`config.mk`:
```
export PLATFORM = sky130hd
export DESIGN_NAME = smtr_smbus_slave
export DESIGN_NICKNAME = d
export VERILOG_FILES = /design/src/smtr_pkg.sv /design/src/smtr_temp_store.sv /design/src/smtr_smbus_slave.sv
export SDC_FILE = /design/constraint.sdc
export NUM_CORES = 1
export LEC_CHECK = 0
export ABC_AREA = 1
export BUFFER_PORTS_ARGS = -buffer_cell sky130_fd_sc_hd__buf_2
export CAP_MARGIN = 15
export CORE_MARGIN = 2
export CORE_UTILIZATION = 40
export CTS_BUF_LIST = sky130_fd_sc_hd__clkbuf_4
export DETAILED_ROUTE_END_ITERATION = 10
export PLACE_DENSITY_LB_ADDON = 0.12
export SETUP_SLACK_MARGIN = 0.15
export SYNTH_ARGS = -nofsm -noshare
export SYNTH_HDL_FRONTEND = slang
export SYNTH_SLANG_ARGS = --single-unit
```
`constraint.sdc`:
```
create_clock -name clk_sys_i -period 3.5 [get_ports clk_sys_i]
set_input_delay 0.175 -clock clk_sys_i [delete_from_list [all_inputs] [get_ports clk_sys_i]]
set_output_delay 0.175 -clock clk_sys_i [all_outputs]
set_load 0.01 [all_outputs]
```
`src/smtr_pkg.sv`:
```
// Constants, types and helpers shared by the SMBus temperature register slave
// Operation
// RL1 - Four byte protocols, address, command, data, acks
// RL2 - All state seen as byte-wide registers
// RL3 - Command byte selects register for write/read
// RL4 - Receive byte returns last selected register
// RL5 - Multi-master hosts avoid short send/receive forms
// RL6 - Respond on any of nine slave addresses
// RL7 - Temperatures readable at commands 00h, 01h
// RL8 - Unsigned byte, LSB 1 degree, MSB 128
// RL9 - Read data shifted out MSB first
// RL10 - Negative temperatures stored and reported as zero
// RL11 - Local low byte holds three fraction bits
// RL12 - Address chosen from two select pins
// RL13 - Pointer persists, resets to register zero
// RL14 - Drive and ack only on own address
package smtr_pkg;

   // ----------------------------------------------------------------------
   // Register map
   // ----------------------------------------------------------------------
   localparam logic [7:0] REG_TEMP_A      = 8'h00;
   localparam logic [7:0] REG_TEMP_B      = 8'h01;
   localparam logic [7:0] REG_TEMP_A_FRAC = 8'h10;
   localparam logic [7:0] PTR_RESET       = 8'h00;
   localparam logic [7:0] TEMP_RESET      = 8'h00;
   localparam logic [7:0] UNMAPPED_DATA   = 8'h00;

   // ----------------------------------------------------------------------
   // Frame layout and timing
   // ----------------------------------------------------------------------
   localparam int         ADDR_W        = 7;
   localparam int         RW_POS        = 0;
   localparam logic [3:0] BITS_PER_BYTE = 4'h8;
   localparam int         CLK_HZ        = 20_000_000;
   localparam int         T_HOLD_NS     = 300;
   // Least hold time, rounded up to whole cycles
   localparam int         HOLD_CYC      = (T_HOLD_NS * (CLK_HZ / 1_000_000) + 999) / 1000;
   localparam logic [3:0] HOLD_CNT      = 4'(HOLD_CYC);

   // ----------------------------------------------------------------------
   // Address select pins: each pin is low, high or left open
   // ----------------------------------------------------------------------
   localparam logic [1:0]        PIN_LOW   = 2'h0;
   localparam logic [1:0]        PIN_HIGH  = 2'h1;
   localparam logic [ADDR_W-1:0] ADDR_BASE = 7'h18;

   // ----------------------------------------------------------------------
   // Temperature sample: signed, eighths of a degree
   // ----------------------------------------------------------------------
   localparam int TEMP_W = 12;
   localparam int FRAC_W = 3;

   typedef struct packed {
      logic                     valid;
      logic signed [TEMP_W-1:0] chan_a;
      logic signed [TEMP_W-1:0] chan_b;
   } smtr_temp_t;

   function automatic logic [3:0] smtr_pin_rank(input logic [1:0] code);
      return (code == PIN_LOW) ? 4'h0 : (code == PIN_HIGH) ? 4'h1 : 4'h2;
   endfunction

   function automatic logic [ADDR_W-1:0] smtr_slave_addr(input logic [1:0] lo,
                                                         input logic [1:0] hi);
      logic [3:0] idx;
      idx = 4'h3 * smtr_pin_rank(hi) + smtr_pin_rank(lo);
      return ADDR_BASE + 7'(idx);  // RL6
   endfunction

   function automatic logic [7:0] smtr_clip_whole(input logic signed [TEMP_W-1:0] t);
      return t[TEMP_W-1] ? 8'h00 : t[TEMP_W-2:FRAC_W];
   endfunction

   function automatic logic [7:0] smtr_clip_frac(input logic signed [TEMP_W-1:0] t);
      return t[TEMP_W-1] ? 8'h00 : {t[FRAC_W-1:0], 5'h00};
   endfunction

endpackage

```
`src/smtr_temp_store.sv`:
```
// Temperature register store with negative clipping and read mux
`timescale 1ns/1ps
module smtr_temp_store
(
   input  wire logic              clk_sys_i,  // System clock
   input  wire logic              rstn_i,     // Async reset, active low
   input  wire logic              ce_i,       // Clock enable
   input  wire smtr_pkg::smtr_temp_t temp_i,  // New sample from converter
   input  wire logic [7:0]        rd_idx_i,   // Register pointer
   output logic      [7:0]        rd_data_o   // Selected register byte
);

   logic [7:0] a_hi_q, a_hi_d;
   logic [7:0] a_lo_q, a_lo_d;
   logic [7:0] b_hi_q, b_hi_d;

   // ----------------------------------------------------------------------
   // Sample capture
   // ----------------------------------------------------------------------
   // Clip before storing so a read can never see a wrapped code
   always_comb
   begin
      a_hi_d = a_hi_q;
      a_lo_d = a_lo_q;
      b_hi_d = b_hi_q;
      if (temp_i.valid)
      begin
         a_hi_d = smtr_pkg::smtr_clip_whole(temp_i.chan_a);  // RL8
         a_lo_d = smtr_pkg::smtr_clip_frac(temp_i.chan_a);   // RL11
         b_hi_d = smtr_pkg::smtr_clip_whole(temp_i.chan_b);  // RL10
      end
   end

   // Registers update only while enabled
   always_ff @(posedge clk_sys_i or negedge rstn_i)
   begin
      if (!rstn_i)
      begin
         a_hi_q <= smtr_pkg::TEMP_RESET;
         a_lo_q <= smtr_pkg::TEMP_RESET;
         b_hi_q <= smtr_pkg::TEMP_RESET;
      end
      else if (ce_i)
      begin
         a_hi_q <= a_hi_d;
         a_lo_q <= a_lo_d;
         b_hi_q <= b_hi_d;
      end
   end

   // ----------------------------------------------------------------------
   // Read mux
   // ----------------------------------------------------------------------
   // Every register is one byte; unmapped pointers read a fixed value
   always_comb
   begin
      unique case (rd_idx_i)
         smtr_pkg::REG_TEMP_A:      rd_data_o = a_hi_q;  // RL7
         smtr_pkg::REG_TEMP_B:      rd_data_o = b_hi_q;  // RL7
         smtr_pkg::REG_TEMP_A_FRAC: rd_data_o = a_lo_q;  // RL2
         default:                   rd_data_o = smtr_pkg::UNMAPPED_DATA;
      endcase
   end

   // ----------------------------------------------------------------------
   // Checks
   // ----------------------------------------------------------------------
   neg_clip_a: assert property (@(posedge clk_sys_i) disable iff (!rstn_i) // RL10
      (ce_i && temp_i.valid && temp_i.chan_b < 0) |=> (b_hi_q == 8'h00 && $past(ce_i)))
      else $error("negative channel b not clipped");
   whole_deg_a: assert property (@(posedge clk_sys_i) disable iff (!rstn_i) // RL8
      (ce_i && temp_i.valid && temp_i.chan_a >= 0) |=> a_hi_q == $past(temp_i.chan_a[10:3]))
      else $error("channel a whole degrees wrong");
   frac_bits_a: assert property (@(posedge clk_sys_i) disable iff (!rstn_i) // RL11
      (ce_i && temp_i.valid && temp_i.chan_a >= 0)
      |=> a_lo_q == {$past(temp_i.chan_a[2:0]), 5'h00})
      else $error("channel a fraction byte wrong");
   temp_hold_a: assert property (@(posedge clk_sys_i) disable iff (!rstn_i) // RL2
      !(ce_i && temp_i.valid) |=> $stable(a_hi_q) && $stable(b_hi_q))
      else $error("temperature changed without a sample");

endmodule

```
`src/smtr_smbus_slave.sv`:
```
// SMBus slave engine serving the temperature registers
`timescale 1ns/1ps
module smtr_smbus_slave
(
   input  wire logic              clk_sys_i,               // System clock, 20 MHz
   input  wire logic              rstn_i,                  // Async reset, active low
   input  wire logic              ce_i,                    // Clock enable, freezes all state
   input  wire logic              scl_i,                   // Bus clock pin
   input  wire logic              sda_i,                   // Bus data pin level
   output logic                   sda_o,                   // Data drive level, always low
   output logic                   sda_oen_o,               // Data enable, low drives the pin
   input  wire logic [1:0]        slave_addr_select_lo_i,  // Select pin lo: low/high/open
   input  wire logic [1:0]        slave_addr_select_hi_i,  // Select pin hi: low/high/open
   input  wire smtr_pkg::smtr_temp_t temp_i,               // Converter samples
   output logic      [7:0]        reg_ptr_o,               // Current register pointer
   output logic      [6:0]        own_addr_o               // Selected slave address
);

   typedef enum {
      S_IDLE, S_ADDR, S_ADDR_ACK, S_CMD, S_CMD_ACK,
      S_WDATA, S_WACK, S_RDATA, S_RACK, S_IGNORE
   } smtr_state_t;

   // ----------------------------------------------------------------------
   // Pin synchronisers
   // ----------------------------------------------------------------------
   logic       scl_meta_q, scl_sync_q, scl_prev_q;
   logic       sda_meta_q, sda_sync_q, sda_prev_q;
   logic [1:0] sel_lo_meta_q, sel_lo_sync_q;
   logic [1:0] sel_hi_meta_q, sel_hi_sync_q;

   // Two flops per pin; edge logic looks only at the second and its copy
   always_ff @(posedge clk_sys_i or negedge rstn_i)
   begin
      if (!rstn_i)
      begin
         scl_meta_q    <= 1'b1;
         scl_sync_q    <= 1'b1;
         scl_prev_q    <= 1'b1;
         sda_meta_q    <= 1'b1;
         sda_sync_q    <= 1'b1;
         sda_prev_q    <= 1'b1;
         sel_lo_meta_q <= 2'h0;
         sel_lo_sync_q <= 2'h0;
         sel_hi_meta_q <= 2'h0;
         sel_hi_sync_q <= 2'h0;
      end
      else if (ce_i)
      begin
         scl_meta_q    <= scl_i;
         scl_sync_q    <= scl_meta_q;
         scl_prev_q    <= scl_sync_q;
         sda_meta_q    <= sda_i;
         sda_sync_q    <= sda_meta_q;
         sda_prev_q    <= sda_sync_q;
         sel_lo_meta_q <= slave_addr_select_lo_i;
         sel_lo_sync_q <= sel_lo_meta_q;
         sel_hi_meta_q <= slave_addr_select_hi_i;
         sel_hi_sync_q <= sel_hi_meta_q;
      end
   end

   // ----------------------------------------------------------------------
   // Address strap capture
   // ----------------------------------------------------------------------
   logic [1:0] cap_cnt_q, cap_cnt_d;
   logic [6:0] own_addr_q, own_addr_d;
   logic       caught_q, caught_d;

   // Pins are caught once, after the synchronisers have filled
   always_comb
   begin
      cap_cnt_d  = cap_cnt_q;
      own_addr_d = own_addr_q;
      caught_d   = caught_q;
      if (!caught_q)
      begin
         cap_cnt_d = cap_cnt_q + 2'h1;
         if (cap_cnt_q == 2'h2)
         begin
            own_addr_d = smtr_pkg::smtr_slave_addr(sel_lo_sync_q, sel_hi_sync_q); // RL12
            caught_d   = 1'b1;
         end
      end
   end

   always_ff @(posedge clk_sys_i or negedge rstn_i)
   begin
      if (!rstn_i)
      begin
         cap_cnt_q  <= 2'h0;
         own_addr_q <= smtr_pkg::ADDR_BASE;
         caught_q   <= 1'b0;
      end
      else if (ce_i)
      begin
         cap_cnt_q  <= cap_cnt_d;
         own_addr_q <= own_addr_d;
         caught_q   <= caught_d;
      end
   end

   // ----------------------------------------------------------------------
   // Bus events
   // ----------------------------------------------------------------------
   logic        rise_ev, fall_raw, start_ev, stop_ev, fall_ev;
   logic [3:0]  hold_q, hold_d;
   logic [7:0]  rd_data;

   // Start and stop are data edges while the clock stays high
   assign rise_ev  = scl_sync_q & ~scl_prev_q;
   assign fall_raw = ~scl_sync_q & scl_prev_q;
   assign start_ev = scl_sync_q & scl_prev_q & sda_prev_q & ~sda_sync_q;
   assign stop_ev  = scl_sync_q & scl_prev_q & ~sda_prev_q & sda_sync_q;
   // Data changes wait out the hold time after the clock falls
   assign fall_ev  = (hold_q == 4'h1);

   // ----------------------------------------------------------------------
   // Protocol engine
   // ----------------------------------------------------------------------
   smtr_state_t state_q, state_d;
   logic [3:0]  cnt_q, cnt_d;
   logic [7:0]  shift_q, shift_d;
   logic [7:0]  tx_q, tx_d;
   logic [7:0]  ptr_q, ptr_d;
   logic        rw_q, rw_d;
   logic        have_cmd_q, have_cmd_d;
   logic        acked_q, acked_d;
   logic        sda_oen_q, sda_oen_d;
   logic        addr_hit;

   assign addr_hit = caught_q && (shift_q[7:1] == own_addr_q);

   // One frame walks address, optional command, then data bytes
   always_comb
   begin
      state_d    = state_q;
      cnt_d      = cnt_q;
      shift_d    = shift_q;
      tx_d       = tx_q;
      ptr_d      = ptr_q;
      rw_d       = rw_q;
      have_cmd_d = have_cmd_q;
      acked_d    = acked_q;
      sda_oen_d  = sda_oen_q;
      hold_d     = (hold_q != 4'h0) ? hold_q - 4'h1 : hold_q;
      if (fall_raw)
         hold_d = smtr_pkg::HOLD_CNT;
      if (start_ev)
      begin
         // A repeated start keeps the pointer for the read that follows
         state_d    = S_ADDR;
         cnt_d      = 4'h0;
         have_cmd_d = 1'b0;
         sda_oen_d  = 1'b1;
         hold_d     = 4'h0;
      end
      else if (stop_ev)
      begin
         state_d   = S_IDLE;
         sda_oen_d = 1'b1;
         hold_d    = 4'h0;
      end
      else
      begin
         if (rise_ev && cnt_q < smtr_pkg::BITS_PER_BYTE)
         begin
            shift_d = {shift_q[6:0], sda_sync_q};  // RL1
            cnt_d   = cnt_q + 4'h1;
         end
         if (rise_ev && state_q == S_RACK)
            acked_d = ~sda_sync_q;
         if (fall_ev)
         begin
            unique case (state_q)
               S_ADDR:
                  if (cnt_q == smtr_pkg::BITS_PER_BYTE)
                  begin
                     if (addr_hit)
                     begin
                        state_d   = S_ADDR_ACK;
                        rw_d      = shift_q[smtr_pkg::RW_POS];
                        sda_oen_d = 1'b0;  // RL14
                     end
                     else
                        state_d = S_IGNORE;  // RL14
                  end
               S_ADDR_ACK:
               begin
                  cnt_d = 4'h0;
                  if (rw_q)
                  begin
                     // Read byte and receive byte both use the held pointer
                     tx_d      = rd_data;  // RL4
                     sda_oen_d = rd_data[7];  // RL9
                     state_d   = S_RDATA;
                  end
                  else
                  begin
                     sda_oen_d = 1'b1;
                     state_d   = have_cmd_q ? S_WDATA : S_CMD;
                  end
               end
               S_CMD:
                  if (cnt_q == smtr_pkg::BITS_PER_BYTE)
                  begin
                     ptr_d      = shift_q;  // RL3
                     have_cmd_d = 1'b1;
                     sda_oen_d  = 1'b0;
                     state_d    = S_CMD_ACK;
                  end
               S_CMD_ACK, S_WACK:
               begin
                  cnt_d     = 4'h0;
                  sda_oen_d = 1'b1;
                  state_d   = S_WDATA;
               end
               S_WDATA:
                  // All mapped registers are read-only; the byte is acked and dropped
                  if (cnt_q == smtr_pkg::BITS_PER_BYTE)
                  begin
                     sda_oen_d = 1'b0;
                     state_d   = S_WACK;
                  end
               S_RDATA:
                  if (cnt_q == smtr_pkg::BITS_PER_BYTE)
                  begin
                     sda_oen_d = 1'b1;
                     state_d   = S_RACK;
                  end
                  else
                     sda_oen_d = tx_q[3'h7 - cnt_q[2:0]];  // RL9
               S_RACK:
                  if (acked_q)
                  begin
                     tx_d      = rd_data;
                     sda_oen_d = rd_data[7];
                     cnt_d     = 4'h0;
                     state_d   = S_RDATA;
                  end
                  else
                     state_d = S_IGNORE;
               S_IDLE, S_IGNORE:
                  sda_oen_d = 1'b1;
            endcase
         end
      end
   end

   // Pointer survives stop and restart; only a command byte moves it
   always_ff @(posedge clk_sys_i or negedge rstn_i)
   begin
      if (!rstn_i)
      begin
         state_q    <= S_IDLE;
         cnt_q      <= 4'h0;
         shift_q    <= 8'h00;
         tx_q       <= 8'h00;
         ptr_q      <= smtr_pkg::PTR_RESET;  // RL13
         rw_q       <= 1'b0;
         have_cmd_q <= 1'b0;
         acked_q    <= 1'b0;
         sda_oen_q  <= 1'b1;
         hold_q     <= 4'h0;
      end
      else if (ce_i)
      begin
         state_q    <= state_d;
         cnt_q      <= cnt_d;
         shift_q    <= shift_d;
         tx_q       <= tx_d;
         ptr_q      <= ptr_d;
         rw_q       <= rw_d;
         have_cmd_q <= have_cmd_d;
         acked_q    <= acked_d;
         sda_oen_q  <= sda_oen_d;
         hold_q     <= hold_d;
      end
   end

   // ----------------------------------------------------------------------
   // Register store and outputs
   // ----------------------------------------------------------------------
   smtr_temp_store u_store
   (
      .clk_sys_i (clk_sys_i),
      .rstn_i    (rstn_i),
      .ce_i      (ce_i),
      .temp_i    (temp_i),
      .rd_idx_i  (ptr_q),
      .rd_data_o (rd_data)
   );

   // Open drain: the level is fixed low, only the enable toggles
   always_ff @(posedge clk_sys_i or negedge rstn_i)
   begin
      if (!rstn_i)
         sda_o <= 1'b0;
      else if (ce_i)
         sda_o <= 1'b0;
   end

   assign sda_oen_o  = sda_oen_q;
   assign reg_ptr_o  = ptr_q;
   assign own_addr_o = own_addr_q;

   // ----------------------------------------------------------------------
   // Checks
   // ----------------------------------------------------------------------
   ignore_quiet_a: assert property (@(posedge clk_sys_i) disable iff (!rstn_i) // RL14
      (state_q == S_IGNORE || state_q == S_IDLE) |-> sda_oen_q)
      else $error("data driven while not addressed");
   addr_ack_a: assert property (@(posedge clk_sys_i) disable iff (!rstn_i) // RL6
      (ce_i && fall_ev && state_q == S_ADDR && cnt_q == 4'h8 && !start_ev && !stop_ev)
      |=> (sda_oen_q == !$past(addr_hit)))
      else $error("address ack does not follow match");
   cmd_load_a: assert property (@(posedge clk_sys_i) disable iff (!rstn_i) // RL3
      (ce_i && fall_ev && state_q == S_CMD && cnt_q == 4'h8 && !start_ev && !stop_ev)
      |=> ptr_q == $past(shift_q) ##1 1'b1)
      else $error("command byte not loaded into pointer");
   ptr_keep_a: assert property (@(posedge clk_sys_i) disable iff (!rstn_i) // RL13
      (state_q != S_CMD) |=> $stable(ptr_q))
      else $error("pointer moved outside a command byte");
   read_load_a: assert property (@(posedge clk_sys_i) disable iff (!rstn_i) // RL4
      (ce_i && fall_ev && state_q == S_ADDR_ACK && rw_q && !start_ev && !stop_ev)
      |=> tx_q == $past(rd_data) && sda_oen_q == $past(rd_data[7]))
      else $error("read byte not loaded from pointer");
   msb_first_a: assert property (@(posedge clk_sys_i) disable iff (!rstn_i) // RL9
      (ce_i && fall_ev && state_q == S_RDATA && cnt_q < 4'h8 && !start_ev && !stop_ev)
      |=> sda_oen_q == $past(tx_q[3'h7 - cnt_q[2:0]]))
      else $error("read bit order wrong");
   addr_stable_a: assert property (@(posedge clk_sys_i) disable iff (!rstn_i) // RL12
      caught_q |=> $stable(own_addr_q) && caught_q)
      else $error("slave address changed after capture");
   ack_turn_a: assert property (@(posedge clk_sys_i) disable iff (!rstn_i) // RL1
      (ce_i && fall_ev && state_q == S_CMD_ACK && !start_ev && !stop_ev)
      |=> state_q == S_WDATA && sda_oen_q && cnt_q == 4'h0)
      else $error("command ack did not release the line");

endmodule

```
==> impl_metrics.csv <==
group,metric,value,unit
synthesis,ys_seq_area_share,47.6,%
finish,layout-drive-gt1-share,17.5,%
synthesis,yosysUniqueCellTypes,37,
critical_path,cp-end-kind,"flop",
critical_path,arrival,2.13,ns
clock_tree,cts_root_buf,"clkbuf_4",
place,port_buffers,45,
floorplanning,dieArea,11600,µm²
place,dp.cells,705,
critical_path,worstPathRequired,3.81,ns
floorplanning,chipHeight,107,µm
sta,slew_headroom,49.3,%
global_routing,grt_usage,17.3,%
critical_path,path_class,"flop to flop",
synthesis,synth_area,4280,µm²
detailed_routing,first_pass_iters,5,
sta,fmax,0.549,GHz
finish,diodes,0,
sta,grt_setup_unrepaired,"no",
sta,worstMarginPinSlew,0.760,ns
global_routing,gr-total-overflow,0,
detailed_routing,wl_met2,4220,µm
clock_tree,path_clk_slew,0.14,ns
detailed_routing,routed-wl-met3,271,µm
detailed_routing,drt-total-wl,9180,µm
detailed_routing,ant_nets,0,
floorplanning,std_cell_rows,37,
finish,final_cells,746,
sta,skew,0.0209,ns
run_status,outcome,"completed",
clock_tree,cts_tree,"yes",
clock_tree,clock_path_buffers,2,
detailed_routing,routedWlPerCell,12.3,µm
sta,finalCritPeriodShare,52.0,%
pwr,vdd_drop_max,239,µV
sta,finalHoldViolCount,0,
global_routing,grt_pass1_wl,16000,µm
global_routing,grt_pass1_vias,3489,
clock_tree,cts.sinks,81,
finish,final_core_utilization,48.5,%
floorplanning,core_area,10400,µm²
critical_path,r2r-start,"cnt_q[0]$_DFFE_PN0P_",
place,routabilityCongestion,0.900,
place,dp_slack,1.60,ns
clock_tree,htree_levels,3,
critical_path,cp-startpoint,"cnt_q[0]$_DFFE_PN0P_",
synthesis,synth-seq-cells,81,
worst_hold_path,min_from,"temp_i[15]",
floorplanning,num_io_pins,51,
critical_path,start_kind,"flop",
flow_run,drv_cap,0,
synthesis,async_flop_share,100,%
clock_tree,clk_latency,0.43,ns
pwr,p_per_area,573,nW/µm²
sta,worst_hold_slack,0.00832,ns
detailed_routing,vias,3571,
detailed_routing,route.detailed.drc,0,
global_routing,grt_max_degree,60,
detailed_routing,wl_met1,4610,µm
floorplanning,start_util,41.3,%
synthesis,syn_inst,540,
detailed_routing,vias_per_cell,4.79,
sta,worst_slack,1.68,ns
critical_path,rr_worst_depth,7,
place,postPlaceCellArea,4590,µm²
synthesis,synth_ff_type,"dfrtp_1",
worst_hold_path,min_path_type,"input pin to flop",
critical_path,cp_max_fo,16,
detailed_routing,drt_iter0_drc,193,
floorplanning,dieWidth,107,µm
place,dpl.hpwl,6430,µm
synthesis,syn_area_per_cell,7.93,µm²
sta,finalCriticalPeriod,1.82,ns
synthesis,ys_warn_count,0,
synthesis,synth_edf_count,0,
finish,fin_nets,649,
pwr,fin_total_pwr,2.88,mW
finish,fin_area,5030,µm²
worst_hold_path,holdPathStages,3,
global_routing,grt_antenna_before_repair,0,
sta,setup_viol_count_final,0,
sta,timing.setup.tns,0,ns
clock_tree,cts_made_buffers,9,
finish,area_growth,17.4,%
detailed_routing,routed.top_layer,"met4",
pwr,leakagePower,2.50,nW
sta,drv_slew,0,
[repair_timing]
| action | CTS | global route |
|---|---|---|
| setup buffers | 0 | 0 |
| gates resized for setup | 0 | 0 |
| hold buffers | 25 | 0 |
| endpoints found under the hold margin | 75 | 0 |
[metal layers]
layer / global-route usage [%] / up-vias
met5: 0 / -
met2: 28.1 / 50
met3: 2.91 / 7
met1: 24.0 / 1669
li1: - / 1845
met4: 4.85 / 0
[registers in the layout (all words and copies together) (netlist names), 3 cells and up]
| register | cells |
|---|---|
| reg_ptr_o | 8 |
| shift_q | 8 |
| tx_q | 8 |
| u_store.a_hi_q | 8 |
| u_store.b_hi_q | 8 |
| own_addr_o | 5 |
| cnt_q | 4 |
| hold_q | 4 |
| state_q | 4 |
| u_store.a_lo_q | 3 |
[kinds of logic after synthesis]
family / count (synthesis) / share of synthesized area (%)
flops: 81 / 47.6
buf+inv: 102 / 9.64
compound gates: 93 / 12.2
fa+ha+maj: 10 / 3.10
xor+xnor: 5 / 1.02
other cells: 1 / 0.0876
simple gates: 248 / 26.4
[worst max-delay path, cell delays in order, from the launching register on]
cell	delay (ns)
dfrtp_1	0.52
inv_2	0.16
ha_1	0.16
inv_1	0.05
nor3_2	0.19
nand3_2	0.36
nand2_1	0.19
o21ai_2	0.06
[path summary, 6_finish.rpt]
| path | slack [ns] | endpoint |
|---|---|---|
| setup / recovery | 1.68 | reg_ptr_o[3]$_DFFE_PN0P_ |
| hold / removal | 0.008 | u_store.a_hi_q[0]$_DFFE_PN0P_ |
| setup reg to reg | 1.68 | reg_ptr_o[3]$_DFFE_PN0P_ |
| max in group asynchronous | 2.29 | own_addr_o[4]$_DFFE_PN1P_ |
| hold reg to reg | 0.47 | scl_meta_q$_DFFE_PN1P_ |
| min in group asynchronous | 0.33 | u_store.a_hi_q[3]$_DFFE_PN0P_ |
[where the power goes]
part | internal, mW | leakage (nW) | switching (mW)
clock network | 0.379 | 0.0991 | 0.341
logic | 0.335 | 1.39 | 0.552
registers | 1.12 | 1.01 | 0.160
[synthesized netlist by cell type (all sizes together) (3+ instances only)]
master / n / area, µm²
xor2: 3 / 26.3
o21ai: 72 / 390
nand3: 48 / 288
a21oi: 11 / 66.3
nor2: 35 / 151
nand4: 5 / 31.3
nand2: 150 / 586
buf: 8 / 60.1
dfrtp: 73 / 1830
dfstp: 8 / 210
ha: 9 / 113
nor3: 9 / 66.3
o22ai: 7 / 43.8
inv: 82 / 308
clkbuf: 10 / 37.5
[layout make-up]
cell class | count | area [µm²]
Sequential cell | 81 | 2040
Timing Repair Buffer | 71 | 485
Tap cell | 136 | 170
Inverter | 84 | 315
Multi-Input combinational cell | 358 | 1840
Fill cell | 1074 | 5340
Clock buffer | 11 | 82.6
Clock inverter | 5 | 103
[layout by cell type (no fill, tap or decap), types with 2 or more instances in the layout]
| cell | count |
|---|---|
| nand4_1 | 5 |
| xnor2_1 | 2 |
| buf_2 | 44 |
| buf_4 | 2 |
| dfrtp_1 | 73 |
| dfstp_2 | 8 |
| o22ai_1 | 7 |
| ha_1 | 9 |
| a21oi_1 | 10 |
| inv_2 | 7 |
| conb_1 | 2 |
| nor3_1 | 6 |
| clkinv_1 | 3 |
| nor2_2 | 5 |
| nor2_1 | 29 |
| nor3_2 | 2 |
| dlygate4sd3_1 | 25 |
| nand3_2 | 7 |
| nand3_1 | 40 |
| nand2_4 | 2 |
| xor2_1 | 3 |
| nand2_2 | 3 |
| bufinv_16 | 3 |
| clkbuf_4 | 11 |
| inv_1 | 75 |
| o21ai_1 | 20 |
| o21ai_2 | 8 |
| nand2_1 | 145 |
| o21ai_0 | 44 |
(Power assumes the default switching activity.)
